<file path="src/core/mcit_pkg.sv">
/*
 * Shared constants and types for the instruction decode and timing block:
 * opcode values, encoding lengths, cycle counts, operand field positions,
 * the enumerations of addressing, target and condition kinds, the
 * sequencer state and a builder for decode rows.
 * Assumes the importing modules run on one clock and share these names.
 */
package mcit_pkg;

	// ----------------------------------------------------------------
	// widths and field positions
	// ----------------------------------------------------------------
	localparam int PC_W = 16;
	localparam int PAGE_W = 11;
	localparam int BANK_LO_POS = 3;
	localparam int BANK_HI_POS = 4;
	localparam int HALF_POS = 7;
	localparam logic [7:0] BIT_BYTE_BASE = 8'h20;

	// ----------------------------------------------------------------
	// encoding lengths and cycle counts
	// ----------------------------------------------------------------
	localparam logic [1:0] LEN_ONE = 2'h1;
	localparam logic [1:0] LEN_TWO = 2'h2;
	localparam logic [1:0] LEN_THREE = 2'h3;
	localparam logic [2:0] CYC_ONE = 3'h1;
	localparam logic [2:0] CYC_TWO = 3'h2;
	localparam logic [2:0] CYC_THREE = 3'h3;
	localparam logic [2:0] CYC_FOUR = 3'h4;
	localparam logic [2:0] CYC_FIVE = 3'h5;

	// ----------------------------------------------------------------
	// whole opcodes
	// ----------------------------------------------------------------
	localparam logic [7:0] OP_IDLE = 8'h00;
	localparam logic [7:0] OP_SPARE = 8'hA5;
	localparam logic [7:0] OP_ROTR_CARRY = 8'h13;
	localparam logic [7:0] OP_NIB_SWAP = 8'hC4;
	localparam logic [7:0] OP_CP_A_DIR = 8'hE5;
	localparam logic [7:0] OP_CP_A_IMM = 8'h74;
	localparam logic [7:0] OP_CP_DIR_A = 8'hF5;
	localparam logic [7:0] OP_CP_DD = 8'h85;
	localparam logic [7:0] OP_CP_DIR_IMM = 8'h75;
	localparam logic [7:0] OP_LOAD_DP = 8'h90;
	localparam logic [7:0] OP_CODE_DP = 8'h93;
	localparam logic [7:0] OP_CODE_PC = 8'h83;
	localparam logic [7:0] OP_EXT_RD_DP = 8'hE0;
	localparam logic [7:0] OP_EXT_WR_DP = 8'hF0;
	localparam logic [7:0] OP_STACK_PUT = 8'hC0;
	localparam logic [7:0] OP_STACK_GET = 8'hD0;
	localparam logic [7:0] OP_EXG_DIR = 8'hC5;
	localparam logic [7:0] OP_CARRY_CLR = 8'hC3;
	localparam logic [7:0] OP_CARRY_SET = 8'hD3;
	localparam logic [7:0] OP_CARRY_CPL = 8'hB3;
	localparam logic [7:0] OP_BIT_CLR = 8'hC2;
	localparam logic [7:0] OP_BIT_SET = 8'hD2;
	localparam logic [7:0] OP_BIT_CPL = 8'hB2;
	localparam logic [7:0] OP_AND_BIT = 8'h82;
	localparam logic [7:0] OP_AND_NBIT = 8'hB0;
	localparam logic [7:0] OP_OR_BIT = 8'h72;
	localparam logic [7:0] OP_OR_NBIT = 8'hA0;
	localparam logic [7:0] OP_CP_C_BIT = 8'hA2;
	localparam logic [7:0] OP_CP_BIT_C = 8'h92;
	localparam logic [7:0] OP_BR_CARRY = 8'h40;
	localparam logic [7:0] OP_BR_NO_CARRY = 8'h50;
	localparam logic [7:0] OP_BR_ACC_ZERO = 8'h60;
	localparam logic [7:0] OP_BR_ACC_NZ = 8'h70;
	localparam logic [7:0] OP_BR_BIT_HI_CLR = 8'h10;
	localparam logic [7:0] OP_BR_BIT_HI = 8'h20;
	localparam logic [7:0] OP_BR_BIT_LO = 8'h30;
	localparam logic [7:0] OP_CMPB_A_IMM = 8'hB4;
	localparam logic [7:0] OP_CMPB_A_DIR = 8'hB5;
	localparam logic [7:0] OP_DECB_DIR = 8'hD5;
	localparam logic [7:0] OP_FAR_JUMP = 8'h02;
	localparam logic [7:0] OP_FAR_CALL = 8'h12;
	localparam logic [7:0] OP_SUB_RETURN = 8'h22;
	localparam logic [7:0] OP_INT_RETURN = 8'h32;
	localparam logic [7:0] OP_SHORT_JUMP = 8'h80;
	localparam logic [7:0] OP_IND_JUMP = 8'h73;

	// ----------------------------------------------------------------
	// opcode prefixes: bank register (top 5), pointer (top 7), page (low 5)
	// ----------------------------------------------------------------
	localparam logic [4:0] PX_CP_A_RN = 5'h1D;
	localparam logic [4:0] PX_CP_RN_A = 5'h1F;
	localparam logic [4:0] PX_CP_RN_DIR = 5'h15;
	localparam logic [4:0] PX_CP_RN_IMM = 5'h0F;
	localparam logic [4:0] PX_CP_DIR_RN = 5'h11;
	localparam logic [4:0] PX_EXG_RN = 5'h19;
	localparam logic [4:0] PX_CMPB_RN = 5'h17;
	localparam logic [4:0] PX_DECB_RN = 5'h1B;
	localparam logic [6:0] PX_CP_A_RI = 7'h73;
	localparam logic [6:0] PX_CP_DIR_RI = 7'h43;
	localparam logic [6:0] PX_CP_RI_A = 7'h7B;
	localparam logic [6:0] PX_CP_RI_DIR = 7'h53;
	localparam logic [6:0] PX_CP_RI_IMM = 7'h3B;
	localparam logic [6:0] PX_EXT_RD_RI = 7'h71;
	localparam logic [6:0] PX_EXT_WR_RI = 7'h79;
	localparam logic [6:0] PX_EXG_RI = 7'h63;
	localparam logic [6:0] PX_NIB_EXG_RI = 7'h6B;
	localparam logic [6:0] PX_CMPB_RI = 7'h5B;
	localparam logic [4:0] PX_PAGE_JUMP = 5'h01;
	localparam logic [4:0] PX_PAGE_CALL = 5'h11;

	// ----------------------------------------------------------------
	// types
	// ----------------------------------------------------------------
	typedef enum logic [2:0] {AM_NONE, AM_REG, AM_IND, AM_DIR, AM_BIT,
		AM_IMM, AM_EXT_RI, AM_EXT_DP} mcit_amode_t;
	typedef enum logic [2:0] {TM_NONE, TM_REL, TM_PAGE, TM_FULL,
		TM_ACC_DP, TM_ACC_PC, TM_DP} mcit_tmode_t;
	typedef enum logic [3:0] {CD_NONE, CD_ALWAYS, CD_CARRY, CD_NO_CARRY,
		CD_ACC_ZERO, CD_ACC_NZ, CD_BIT_HI, CD_BIT_LO, CD_NE,
		CD_DEC_NZ} mcit_cond_t;
	typedef enum logic [2:0] {SP_NONE, SP_RAM_LO, SP_SFR, SP_RAM_HI,
		SP_EXT, SP_CODE} mcit_space_t;
	typedef enum logic {PH_IDLE, PH_EXEC} mcit_phase_t;

	typedef struct packed {
		logic [1:0] len;
		logic [2:0] cyc;
		logic [2:0] cyc_tk;
		mcit_amode_t am;
		mcit_tmode_t tm;
		mcit_cond_t cond;
		logic known;
	} mcit_dec_t;

	typedef struct packed {
		mcit_phase_t phase;
		logic [2:0] cnt;
		logic [1:0] len;
		logic [2:0] cyc;
		logic known;
		logic taken;
		logic [PC_W-1:0] target;
		mcit_tmode_t tk;
		logic [7:0] addr;
		mcit_space_t space;
	} mcit_state_t;

	function automatic mcit_dec_t row(input logic [1:0] l,
		input logic [2:0] c, input logic [2:0] t, input mcit_amode_t a,
		input mcit_tmode_t m, input mcit_cond_t k);
		mcit_dec_t d;
		d.len = l;
		d.cyc = c;
		d.cyc_tk = t;
		d.am = a;
		d.tm = m;
		d.cond = k;
		d.known = 1'b1;
		return d;
	endfunction : row

endpackage : mcit_pkg

</file>
<file path="src/core/mcit_target.sv">
/*
 * Target address former: relative, in-page, full, and accumulator
 * indexed addresses for branches and code reads.
 * Assumes the caller supplies the address of the following instruction.
 */
`timescale 1ns/1ns
module mcit_target (
	// address sources
	input wire logic [mcit_pkg::PC_W-1:0] pc_next,
	input wire mcit_pkg::mcit_tmode_t mode,
	input wire logic [7:0] rel,
	input wire logic [mcit_pkg::PAGE_W-1:0] page,
	input wire logic [mcit_pkg::PC_W-1:0] full,
	input wire logic [7:0] acc,
	input wire logic [mcit_pkg::PC_W-1:0] dp,
	// result
	output logic [mcit_pkg::PC_W-1:0] target
);
	import mcit_pkg::*;

	// wraps at the top of the 64K space, as the program counter does
	function automatic logic [PC_W-1:0] add16(
		input logic [PC_W-1:0] base, input logic [PC_W-1:0] off);
		return PC_W'(base + off);
	endfunction : add16

	always_comb begin
		unique case (mode)
			TM_REL: target = add16(pc_next, {{8{rel[7]}}, rel});
			TM_PAGE: target = {pc_next[PC_W-1:PAGE_W], page};
			TM_FULL: target = full;
			TM_ACC_DP: target = add16(dp, {8'h00, acc});
			TM_ACC_PC: target = add16(pc_next, {8'h00, acc});
			TM_DP: target = dp;
			default: target = pc_next;
		endcase
	end

endmodule : mcit_target

</file>
<file path="src/core/mcit_core_timing.sv">
/*
 * Instruction decode and execution timing for an 8-bit controller core:
 * encoding length, cycle count, operand address and space, branch target.
 * Assumes a datapath that offers one opcode with its operand bytes,
 * supplies the flags and operand values, and holds offers until ready.
 */
`timescale 1ns/1ns
module mcit_core_timing (
	// clock and reset
	input wire logic core_clk,
	input wire logic nrst,
	// instruction offer
	input wire logic instr_valid,
	output logic instr_ready,
	input wire logic [7:0] opcode,
	input wire logic [7:0] operand1,
	input wire logic [7:0] operand2,
	input wire logic [mcit_pkg::PC_W-1:0] instr_pc,
	// machine state
	input wire logic [7:0] program_status_word,
	input wire logic [7:0] acc,
	input wire logic carry,
	input wire logic tested_bit,
	input wire logic [7:0] lhs_value,
	input wire logic [7:0] rhs_value,
	input wire logic [7:0] ptr_value,
	input wire logic [mcit_pkg::PC_W-1:0] data_pointer,
	// pointer register lookup
	output logic [7:0] ptr_reg_addr,
	// results
	output logic instr_done,
	output logic [1:0] instr_len,
	output logic [2:0] exec_cycles,
	output logic known_op,
	output logic branch_taken,
	output logic [mcit_pkg::PC_W-1:0] target_addr,
	output mcit_pkg::mcit_tmode_t target_kind,
	output logic [7:0] op_addr,
	output mcit_pkg::mcit_space_t op_space
);
	import mcit_pkg::*;

	// ----------------------------------------------------------------
	// decode table
	// ----------------------------------------------------------------
	function automatic mcit_dec_t decode(input logic [7:0] op);
		mcit_dec_t d;
		d = row(LEN_ONE, CYC_ONE, CYC_ONE, AM_NONE, TM_NONE, CD_NONE);
		casez (op)
			OP_IDLE, OP_SPARE, OP_ROTR_CARRY, OP_NIB_SWAP, OP_CARRY_CLR,
			OP_CARRY_SET, OP_CARRY_CPL: d.known = 1'b1;
			{PX_CP_A_RN, 3'b???}, {PX_CP_RN_A, 3'b???}, {PX_EXG_RN, 3'b???}:
				d = row(LEN_ONE, CYC_ONE, CYC_ONE, AM_REG, TM_NONE,
					CD_NONE);
			{PX_CP_A_RI, 1'b?}, {PX_CP_RI_A, 1'b?}, {PX_EXG_RI, 1'b?},
			{PX_NIB_EXG_RI, 1'b?}:
				d = row(LEN_ONE, CYC_TWO, CYC_TWO, AM_IND, TM_NONE,
					CD_NONE);
			OP_CP_A_DIR, OP_CP_DIR_A, OP_STACK_PUT, OP_STACK_GET, OP_EXG_DIR,
			{PX_CP_RN_DIR, 3'b???}, {PX_CP_DIR_RN, 3'b???}:
				d = row(LEN_TWO, CYC_TWO, CYC_TWO, AM_DIR, TM_NONE,
					CD_NONE);
			OP_CP_A_IMM:
				d = row(LEN_TWO, CYC_TWO, CYC_TWO, AM_IMM, TM_NONE,
					CD_NONE);
			{PX_CP_RN_IMM, 3'b???}:
				d = row(LEN_TWO, CYC_TWO, CYC_TWO, AM_REG, TM_NONE,
					CD_NONE);
			{PX_CP_DIR_RI, 1'b?}, {PX_CP_RI_DIR, 1'b?}, {PX_CP_RI_IMM, 1'b?}:
				d = row(LEN_TWO, CYC_TWO, CYC_TWO, AM_IND, TM_NONE,
					CD_NONE);
			OP_CP_DD, OP_CP_DIR_IMM:
				d = row(LEN_THREE, CYC_THREE, CYC_THREE, AM_DIR, TM_NONE,
					CD_NONE);
			OP_LOAD_DP:
				d = row(LEN_THREE, CYC_THREE, CYC_THREE, AM_IMM, TM_FULL,
					CD_NONE);
			OP_CODE_DP:
				d = row(LEN_ONE, CYC_THREE, CYC_THREE, AM_NONE, TM_ACC_DP,
					CD_NONE);
			OP_CODE_PC:
				d = row(LEN_ONE, CYC_THREE, CYC_THREE, AM_NONE, TM_ACC_PC,
					CD_NONE);
			{PX_EXT_RD_RI, 1'b?}, {PX_EXT_WR_RI, 1'b?}:
				d = row(LEN_ONE, CYC_THREE, CYC_THREE, AM_EXT_RI, TM_NONE,
					CD_NONE);
			OP_EXT_RD_DP, OP_EXT_WR_DP:
				d = row(LEN_ONE, CYC_THREE, CYC_THREE, AM_EXT_DP, TM_DP,
					CD_NONE);
			OP_BIT_CLR, OP_BIT_SET, OP_BIT_CPL, OP_AND_BIT, OP_AND_NBIT,
			OP_OR_BIT, OP_OR_NBIT, OP_CP_C_BIT, OP_CP_BIT_C:
				d = row(LEN_TWO, CYC_TWO, CYC_TWO, AM_BIT, TM_NONE,
					CD_NONE);
			OP_BR_CARRY:
				d = row(LEN_TWO, CYC_TWO, CYC_THREE, AM_NONE, TM_REL,
					CD_CARRY);
			OP_BR_NO_CARRY:
				d = row(LEN_TWO, CYC_TWO, CYC_THREE, AM_NONE, TM_REL,
					CD_NO_CARRY);
			OP_BR_ACC_ZERO:
				d = row(LEN_TWO, CYC_TWO, CYC_THREE, AM_NONE, TM_REL,
					CD_ACC_ZERO);
			OP_BR_ACC_NZ:
				d = row(LEN_TWO, CYC_TWO, CYC_THREE, AM_NONE, TM_REL,
					CD_ACC_NZ);
			{PX_DECB_RN, 3'b???}:
				d = row(LEN_TWO, CYC_TWO, CYC_THREE, AM_REG, TM_REL,
					CD_DEC_NZ);
			OP_BR_BIT_HI, OP_BR_BIT_HI_CLR:
				d = row(LEN_THREE, CYC_THREE, CYC_FOUR, AM_BIT, TM_REL,
					CD_BIT_HI);
			OP_BR_BIT_LO:
				d = row(LEN_THREE, CYC_THREE, CYC_FOUR, AM_BIT, TM_REL,
					CD_BIT_LO);
			OP_CMPB_A_IMM:
				d = row(LEN_THREE, CYC_THREE, CYC_FOUR, AM_IMM, TM_REL,
					CD_NE);
			OP_CMPB_A_DIR:
				d = row(LEN_THREE, CYC_THREE, CYC_FOUR, AM_DIR, TM_REL,
					CD_NE);
			{PX_CMPB_RN, 3'b???}:
				d = row(LEN_THREE, CYC_THREE, CYC_FOUR, AM_REG, TM_REL,
					CD_NE);
			OP_DECB_DIR:
				d = row(LEN_THREE, CYC_THREE, CYC_FOUR, AM_DIR, TM_REL,
					CD_DEC_NZ);
			{PX_CMPB_RI, 1'b?}:
				d = row(LEN_THREE, CYC_FOUR, CYC_FIVE, AM_IND, TM_REL,
					CD_NE);
			OP_SHORT_JUMP:
				d = row(LEN_TWO, CYC_THREE, CYC_THREE, AM_NONE, TM_REL,
					CD_ALWAYS);
			OP_IND_JUMP:
				d = row(LEN_ONE, CYC_THREE, CYC_THREE, AM_NONE, TM_ACC_DP,
					CD_ALWAYS);
			{3'b???, PX_PAGE_JUMP}, {3'b???, PX_PAGE_CALL}:
				d = row(LEN_TWO, CYC_THREE, CYC_THREE, AM_NONE, TM_PAGE,
					CD_ALWAYS);
			OP_FAR_JUMP, OP_FAR_CALL:
				d = row(LEN_THREE, CYC_FOUR, CYC_FOUR, AM_NONE, TM_FULL,
					CD_ALWAYS);
			OP_SUB_RETURN, OP_INT_RETURN:
				d = row(LEN_ONE, CYC_FIVE, CYC_FIVE, AM_NONE, TM_NONE,
					CD_ALWAYS);
			// rows not covered here keep one byte, one cycle and known=0
			default: d.known = 1'b0;
		endcase
		return d;
	endfunction : decode

	function automatic logic cond_met(input mcit_cond_t k);
		unique case (k)
			CD_ALWAYS: return 1'b1;
			CD_CARRY: return carry;
			CD_NO_CARRY: return !carry;
			CD_ACC_ZERO: return acc == 8'h00;
			CD_ACC_NZ: return acc != 8'h00;
			CD_BIT_HI: return tested_bit;
			CD_BIT_LO: return !tested_bit;
			CD_NE: return lhs_value != rhs_value;
			// value before the decrement, so one means the result is zero
			CD_DEC_NZ: return lhs_value != 8'h01;
			default: return 1'b0;
		endcase
	endfunction : cond_met

	// ----------------------------------------------------------------
	// operand resolution
	// ----------------------------------------------------------------
	mcit_dec_t dec;
	logic [1:0] bank;
	logic taken;
	logic [7:0] res_addr;
	mcit_space_t res_space;
	logic [PC_W-1:0] pc_next;
	logic [PC_W-1:0] tgt;

	assign dec = decode(opcode);
	assign bank = program_status_word[BANK_HI_POS:BANK_LO_POS];
	// a process, since the flags are read inside the function
	always_comb taken = cond_met(dec.cond);
	assign pc_next = PC_W'(instr_pc + {{(PC_W-2){1'b0}}, dec.len});
	// only R0 or R1 of the active bank can act as a pointer
	assign ptr_reg_addr = {3'h0, bank, 2'h0, opcode[0]};

	always_comb begin
		res_addr = 8'h00;
		res_space = SP_NONE;
		unique case (dec.am)
			AM_REG: begin
				res_addr = {3'h0, bank, opcode[2:0]};
				res_space = SP_RAM_LO;
			end
			AM_IND: begin
				res_addr = ptr_value;
				res_space = ptr_value[HALF_POS] ? SP_RAM_HI
					: SP_RAM_LO;
			end
			AM_DIR: begin
				res_addr = operand1;
				res_space = operand1[HALF_POS] ? SP_SFR : SP_RAM_LO;
			end
			AM_BIT: begin
				res_addr = operand1[HALF_POS] ? {operand1[7:3], 3'h0}
					: BIT_BYTE_BASE | {4'h0, operand1[6:3]};
				res_space = operand1[HALF_POS] ? SP_SFR : SP_RAM_LO;
			end
			AM_EXT_RI: begin
				res_addr = ptr_value;
				res_space = SP_EXT;
			end
			AM_EXT_DP: res_space = SP_EXT;
			default: res_space = SP_NONE;
		endcase
		// code reads reach program space, never data space
		if (dec.tm inside {TM_ACC_PC} || opcode == OP_CODE_DP)
			res_space = SP_CODE;
	end

	mcit_target u_target (
		.pc_next(pc_next),
		.mode(dec.tm),
		.rel(dec.len == LEN_THREE ? operand2 : operand1),
		.page({opcode[7:5], operand1}),
		.full({operand1, operand2}),
		.acc(acc),
		.dp(data_pointer),
		.target(tgt)
	);

	// ----------------------------------------------------------------
	// execution sequencer
	// ----------------------------------------------------------------
	mcit_state_t s;
	mcit_state_t next_s;
	logic last, accept;

	assign last = s.phase == PH_EXEC && s.cnt == 3'h0;
	// a new offer is taken in the final cycle, so no bubble between
	assign instr_ready = s.phase == PH_IDLE || last;
	assign accept = instr_valid && instr_ready;
	assign instr_done = last;

	always_comb begin
		next_s = s;
		if (last)
			next_s.phase = PH_IDLE;
		else if (s.phase == PH_EXEC)
			next_s.cnt = 3'(s.cnt - 3'h1);
		if (accept) begin
			next_s.phase = PH_EXEC;
			next_s.cyc = taken ? dec.cyc_tk : dec.cyc;
			next_s.cnt = 3'((taken ? dec.cyc_tk : dec.cyc) - 3'h1);
			next_s.len = dec.len;
			next_s.known = dec.known;
			next_s.taken = taken && dec.cond != CD_NONE;
			next_s.target = tgt;
			next_s.tk = dec.tm;
			next_s.addr = res_addr;
			next_s.space = res_space;
		end
	end

	always_ff @(posedge core_clk or negedge nrst) begin
		if (!nrst)
			s <= '0;
		else
			s <= next_s;
	end

	assign instr_len = s.len;
	assign exec_cycles = s.cyc;
	assign known_op = s.known;
	assign branch_taken = s.taken;
	assign target_addr = s.target;
	assign target_kind = s.tk;
	assign op_addr = s.addr;
	assign op_space = s.space;
endmodule : mcit_core_timing

</file>
<file path="config.mk">
export PLATFORM = sky130hd
export DESIGN_NAME = mcit_core_timing
export DESIGN_NICKNAME = d
export VERILOG_FILES = /design/src/core/mcit_pkg.sv /design/src/core/mcit_target.sv /design/src/core/mcit_core_timing.sv
export SDC_FILE = /design/constraint.sdc
export NUM_CORES = 1
export LEC_CHECK = 0
export ABC_AREA = 1
export BUFFER_PORTS_ARGS = -buffer_cell sky130_fd_sc_hd__buf_2
export CAP_MARGIN = 0
export CORE_MARGIN = 2
export CORE_UTILIZATION = 33
export CTS_CLUSTER_SIZE = 24
export DETAILED_ROUTE_END_ITERATION = 12
export PLACE_DENSITY = 0.61
export SYNTH_ARGS = -nofsm -noshare
export SYNTH_HDL_FRONTEND = slang
export SYNTH_SLANG_ARGS = --single-unit
</file>
<file path="constraint.sdc">
create_clock -name core_clk -period 4.5 [get_ports core_clk]
set_input_delay 0.675 -clock core_clk [delete_from_list [all_inputs] [get_ports core_clk]]
set_output_delay 0.675 -clock core_clk [all_outputs]
set_load 0.02 [all_outputs]
</file>
==> results of run 1 <==
worst max path at each step:
stage	startpoint	to	slack [ps]	cells past startpoint
final	opcode[5]	target_addr[9]$_DFFE_PN0P_	-180	32
after global routing	opcode[5]	target_addr[9]$_DFFE_PN0P_	-370	32
after CTS	opcode[3]	target_addr[15]$_DFFE_PN0P_	-60	38
after detailed placement	opcode[5]	target_addr[13]$_DFFE_PN0P_	-660	34
after global placement	opcode[2]	target_addr[13]$_DFFE_PN0P_	-630	33
after floorplan	opcode[7]	target_addr[15]$_DFFE_PN0P_	20	37
power by group through the flow:
stage                     Combinational, W  Clock, W  Sequential, W
after floorplan                    0.00103         0       0.000613
after global placement             0.00142         0       0.000626
after detailed placement           0.00144         0       0.000632
after CTS                          0.00153  0.000440       0.000625
after global routing               0.00183  0.000452       0.000642
final                              0.00167  0.000434       0.000623
registers in the layout (all words and copies together), names as in the netlist:
name / cells
target_addr: 16
instr_len: 2
exec_cycles: 3
target_kind: 3
known_op: 1
op_addr: 8
op_space: 3
s: 4
branch_taken: 1
repair_timing:
| action | in CTS | in global routing |
|---|---|---|
| pin swaps | 35 | 86 |
| setup buffers | 37 | 22 |
| hold buffers | 0 | 0 |
| gates cloned | 0 | 0 |
| setup endpoints to repair | 10 | 16 |
| gates resized for setup | 99 | 174 |
logic make-up (layout without fill, tap and decap cells):
logic type / Yosys count / count (layout) / synth area share, %
AO/OA/AOI/OAI: 174 / 174 / 17.4
XOR/XNOR: 10 / 10 / 1.49
adder cells (fa/ha/maj): 32 / 32 / 7.21
buffers and inverters: 192 / 525 / 15.3
flip-flops: 41 / 41 / 17.5
other: 1 / 5 / 0.0639
AND/OR/NAND/NOR: 558 / 558 / 41.1
synthesized netlist by cell type (4+ instances only):
cell type,count,area (sq um)
a221oi_1,6,52.6
nand3b_1,6,45.0
buf_4,44,330
o21ai_0,66,330
nor3_1,25,125
inv_1,120,450
clkbuf_1,11,41.3
dfrtp_1,41,1030
xor2_1,5,43.8
xnor2_1,5,43.8
o211ai_1,5,37.5
nand2_2,11,68.8
nor2_2,7,43.8
or2_2,7,43.8
a21oi_1,47,235
o31ai_1,4,30.0
nand2_1,293,1100
nor4_1,7,43.8
inv_2,13,48.8
ha_1,29,363
o2111ai_1,5,43.8
o22ai_1,9,56.3
nor2_1,108,405
nand3_1,71,355
nand4_1,11,68.8
o21ai_1,7,35.0
per-layer routing:
layer	up-vias	GRT usage, %
li1	3933	-
met1	3602	32.7
met2	348	42.5
met3	74	2.32
met4	0	8.76
met5	-	0
per-stage QoR:
step           area, sq um  std cells  total power [W]
3_5_place_dp          7910       1506          0.00207
3_3_place_gp          7910       1506          0.00205
4_1_cts               8760       1551          0.00259
6_report              9600       1570          0.00273
5_1_grt               9600       1570          0.00293
2_1_floorplan         5910       1012          0.00164
layout make-up:
type                       count  area (sq um)
tap                          225           282
inverter                     134           524
timing repair buffer         383          2640
multi-input combinational    779          4950
sequential                    41          1030
clock inverter                 2          37.5
clock buffer                   6           139
fill                        1646          7750
worst max-delay path, delay by kind of cell:
family / cells / cell delay (ps)
AO/OA/AOI/OAI: 5 / 600
adder cells (fa/ha/maj): 3 / 850
buffers and inverters: 6 / 500
AND/OR/NAND/NOR: 18 / 2210
==> run metrics, run 1 <==
Comb pwr share 61.3%; # DRC 0; I/O Buffers 136; Worst Hold Launch target_addr[9]$_DFFE_PN0P_; max_cap viols 0; dpl hpwl 18700 um; Tmin final 4680 ps; slowest CP cell fa_2; uppermost layer routed met4; number of global-route vias before repair 7241; drt wl/cell 15.9 um; Synth Warn # 0; Max Buffers Root-to-Sink 2; Syn Inst Count 1008; FP Rows 48; initial antenna violation count 0; CP arrival 4850 ps; Distinct cells, synth 54; RR Endpoint s[39]$_DFFE_PN0P_; CTS tree built; fmax 214 MHz; met1 WL 10600 um; #FFs+latches synth 41; leading cell type in the layout, fill and taps excluded nand2_1; relative slew slack 34.7%; asr flop ratio synth 100%; Max stage delay on crit path 430 ps; PwrDens 284 mW/mm^2; pre-CTS setup slack -657 ps; worst setup margin -178 ps; RR Startpoint s[37]$_DFFE_PN0P_; final wirelength 24900 um; Chip Height 137 um; fin crit share 104%; drt first-iter violations 524; WP data required 4670 ps; Critical Path Most Common Cell nand2_1; H-tree levels 2; antenna diode count 0; Synth Flop Type dfrtp_1; Worst Tran Pin Value 979 ps; clock skew 6.72 ps; routed wl met2 11600 um; worst hold stages 2; CTS buffer count 5; Final ANT Viol Nets 0; Post-Synthesis Cell Area 0.00587 sq mm; Core Util, Final 55.3%; share of layout cells above drive strength 1 45.6%; clock root buffer clkbuf_16; status finished with violations; count of pins over their slew limit 0; synthesis-to-layout area growth 63.7%; first drt pass iteration count 5; Register-to-Register Path Depth 14; initial core utilization 33.8%; Setup Crit Path Kind in2reg; Flop pwr share 22.8%; Die W 137 um; Worst Hold Endpoint target_addr[9]$_DFFE_PN0P_; worst skew pair latency 290 ps; maximum vdd drop 371 uV; P_sw 0.00123 W; final setup violation count 9; Setup crit end kind register; failing checks negative setup slack; largest net degree at the start of global routing 47; IO Pins 148; worst hold margin 471 ps; DR vias 7957; RSZ-0062 raised after global routing yes; internal power 0.00150 W; Setup TNS Final -775 ps; die area 0.0189 sq mm; Remaining Overflow, GRT 0; Final GP Congestion 0.959; most frequent cells in the layout nand2_1, buf_4, buf_2; Post-synth EDFFs 0; CP Max Fanout 4; fin nets 1477; switching fraction of total power 45.2%; syn avg cell area 5.82 sq um; Final Hold Viols 0; Vias per Instance 5.07; core area 0.0174 sq mm; clock power share 15.9%; first-pass GRT wire length 36400 um; r2r setup slk 1990 ps; wire length on met3 1840 um; worst hold path type reg2reg; CP Launch Type input port; gr usage total 24.9%; Reg clk slew, reported paths 60 ps; clock sinks 41; sequential area share after synthesis 17.5%; Static Leak 5.08 nW
No activity file was read; power rests on OpenSTA's default activity.
==> inputs of run 2 (changes only) <==
Settings changed: ABC_AREA 1 to default.
==> run metrics, run 2 <==
first-pass GRT wire length 34500 um (-5.2%); fmax 180 MHz (-16%); dpl hpwl 17700 um (-5.6%); post-synthesis simple-gate area fraction 25.0% (-16 points); Distinct cells, synth 91 (+69%); routing usage on met3 2.72% (+0.40 points); top cell type by total area after synthesis dfrtp_1; Post-synth EDFFs 0 (unchanged); met1 usage 34.1% (+1.3 points); synthesis-to-layout area growth 44.1%; CP Max Fanout 4 (unchanged); WP data required 4670 ps (about the same); Worst Hold Launch branch_taken$_DFFE_PN0P_; number of global-route vias before repair 6439 (-11%); Post-CTS Hold Buffers 0 (unchanged); count of pins over their slew limit 0 (unchanged); r2r setup slk 1850 ps (-140 ps); most frequent cells in the layout buf_4, buf_2, nand2_1; Chip Height 136 um (-0.82%); Core Util, Final 48.4% (-7.0 points); Max Buffers Root-to-Sink 2 (unchanged); Tmin final 5550 ps (+877 ps); Remaining Overflow, GRT 0 (unchanged); post-synthesis compound-gate area fraction 27.4% (+10 points); Setup Crit Path Kind in2reg; I/O Buffers 136 (unchanged); FP Rows 48 (unchanged); Final ANT Viol Nets 0 (unchanged); sequential area share after synthesis 17.8% (+0.30 points); PwrDens 312 mW/mm^2 (+9.7%); placed cell areas 0.00755 sq mm (-4.6%); die area 0.0185 sq mm (-1.6%); top post-synthesis cells by count nand2_1, nor2_1, a21oi_1; Final Hold Viols 0 (unchanged); #FFs+latches synth 41 (unchanged); # DRC 0 (unchanged); Crit path buffers/inverters 2 (-4); clock skew 8.52 ps (+1.80 ps); DR vias 6697 (-16%); IO Pins 148 (unchanged); CP arrival 5730 ps (+880 ps); CTS tree built; initial core utilization 33.6% (-0.22 points); Final GP Congestion 0.936 (-2.4%); worst hold path type reg2reg; Synth Warn # 0 (unchanged); Worst Tran Pin Value 952 ps (-27.3 ps); syn avg cell area 7.66 sq um (+32%); CP delay by family, top simple AND/OR/NAND/NOR gates; slowest CP cell or4_4; share of layout cells above drive strength 1 44.3% (-1.3 points); status finished with violations; maximum vdd drop 251 uV (-32%); clock sinks 41 (unchanged); max_cap viols 0 (unchanged); worst hold stages 2 (unchanged); Register-to-Register Path Depth 11 (-3); RSZ-0062 raised after global routing yes; Die W 136 um (-0.82%); asr flop ratio synth 100% (unchanged); count leader, synth nand2_1; drt first-iter violations 531 (+1.3%); Reg clk slew, reported paths 60 ps (about the same); worst hold margin 473 ps (+1.46 ps); drt wl/cell 18.3 um (+16%); final setup violation count 12 (+3); Worst Hold Endpoint branch_taken$_DFFE_PN0P_; leading cell type in the layout, fill and taps excluded buf_4; Finished Cell Area 0.00831 sq mm (-13%); H-tree levels 2 (unchanged); placed insts 1193 (-21%); RR Endpoint s[39]$_DFFE_PN0P_; gr usage total 23.7% (-1.2 points); grt peak-use layer met2; fin crit share 123% (+19 points); worst setup margin -1050 ps (-877 ps); synth top area cells dfrtp_1, ha_1, buf_4; first drt pass iteration count 7 (+2); Largest register FFs 16 (unchanged); core area 0.0172 sq mm (-1.0%); relative slew slack 36.5% (+1.8 points); fin nets 1129 (-24%); largest family of logic cells by synthesized area compound AO/OA/AOI/OAI gates; initial antenna violation count 0 (unchanged); final wirelength 22400 um (-10%); pre-CTS setup slack -1500 ps (-840 ps); Syn Inst Count 753 (-25%); adder and majority cell fraction of the synthesized area 7.33% (+0.12 points); share of the synthesized area in the top cell type 17.8% (-0.96 points); CTS buffer count 5 (unchanged); largest net degree at the start of global routing 42 (-11%); Layout Cells excl Fill 1222 (-22%); Vias per Instance 5.48 (+8.1%); Setup crit end kind register; Max stage delay on crit path 510 ps (+80 ps); Static Leak 3.83 nW (-25%); CP Launch Type input port; clock root buffer clkbuf_16; Synth Area in XOR/XNOR 7.29% (+5.8 points); Synth Flop Type dfrtp_1; grt met2 use 37.8% (-4.7 points); RR Startpoint s[37]$_DFFE_PN0P_; post-synthesis mux area share 5.14% (+5.1 points); Post-Synthesis Cell Area 0.00577 sq mm (-1.7%); failing checks negative setup slack; worst skew pair latency 290 ps (about the same)
==> run 2: changes by cell type after synthesis, sizes merged, moves of 16 or more <==
cell	before	now
nand2	306	84
inv	133	23
nor2	117	60
nand3	74	18
xnor2	5	27
mux2	0	19
a222oi	0	16
==> run 2: worst max-delay path by stage <==
stage              start                           to  slack (ps)  depth (start not counted)
2_1_floorplan  opcode[7]  target_addr[14]$_DFFE_PN0P_       -1180                         25
3_5_place_dp   opcode[1]  target_addr[14]$_DFFE_PN0P_       -1500                         25
3_3_place_gp   opcode[1]  target_addr[14]$_DFFE_PN0P_       -1360                         25
5_1_grt        opcode[1]  target_addr[14]$_DFFE_PN0P_       -1210                         25
4_1_cts        opcode[1]  target_addr[14]$_DFFE_PN0P_       -1110                         25
6_report       opcode[1]  target_addr[14]$_DFFE_PN0P_       -1050                         25
==> run 2: routing by layer <==
layer / wire length [um] / part of all wire, %
met1: 10300 / 46
met2: 9920 / 44
met3: 1710 / 7.6
met4: 470 / 2.1
met5: 0 / 0
==> run 2: final cells by class <==
| cell class | count | area (sq um) |
|---|---|---|
| sequential | 41 | 1030 |
| antenna | 1 | 2.50 |
| clock inverter | 2 | 35.0 |
| multi-input combinational | 613 | 4670 |
| fill | 1737 | 8870 |
| clock buffer | 5 | 125 |
| inverter | 23 | 86.3 |
| timing repair buffer | 312 | 2090 |
| tap | 225 | 282 |
==> run 2: worst register-to-register path: stages, from the launching register on <==
cell	delay (ps)
dfrtp_1	410
nor3_1	240
nor2_1	110
inv_1	140
nand2_2	340
nor4_1	440
o31ai_2	150
o22ai_1	160
ha_1	180
inv_1	50
a211o_1	240
a21oi_2	110
==> run 2: per-stage QoR <==
stage | setup TNS [ps] | total power [W]
2_1_floorplan | -6840 | 0.00167
3_3_place_gp | -12860 | 0.00204
3_5_place_dp | -14370 | 0.00206
4_1_cts | -8170 | 0.00254
5_1_grt | -10010 | 0.00277
6_report | -7830 | 0.00259
==> run 2: report_power, final <==
group / leakage, nW / total, W / switching (W) / internal (W)
logic: 3.24 / 0.00155 / 0.000897 / 0.000656
clock network: 0.0797 / 0.000407 / 0.000149 / 0.000258
registers: 0.513 / 0.000631 / 0.000101 / 0.000530
==> run 2: logic make-up after synthesis <==
family / after synthesis
AO/OA/AOI/OAI: 232
XOR/XNOR: 45
adder cells (fa/ha/maj): 32
buffers and inverters: 103
flip-flops: 41
multiplexers: 26
other: 1
AND/OR/NAND/NOR: 273
==> run 2: repair_timing <==
action | 4_1_cts | 5_1_grt
hold endpoints to repair | 0 | 0
pin swaps | 45 | 40
endpoints found under the setup margin | 14 | 14
setup buffers | 15 | 8
resized for setup | 68 | 31
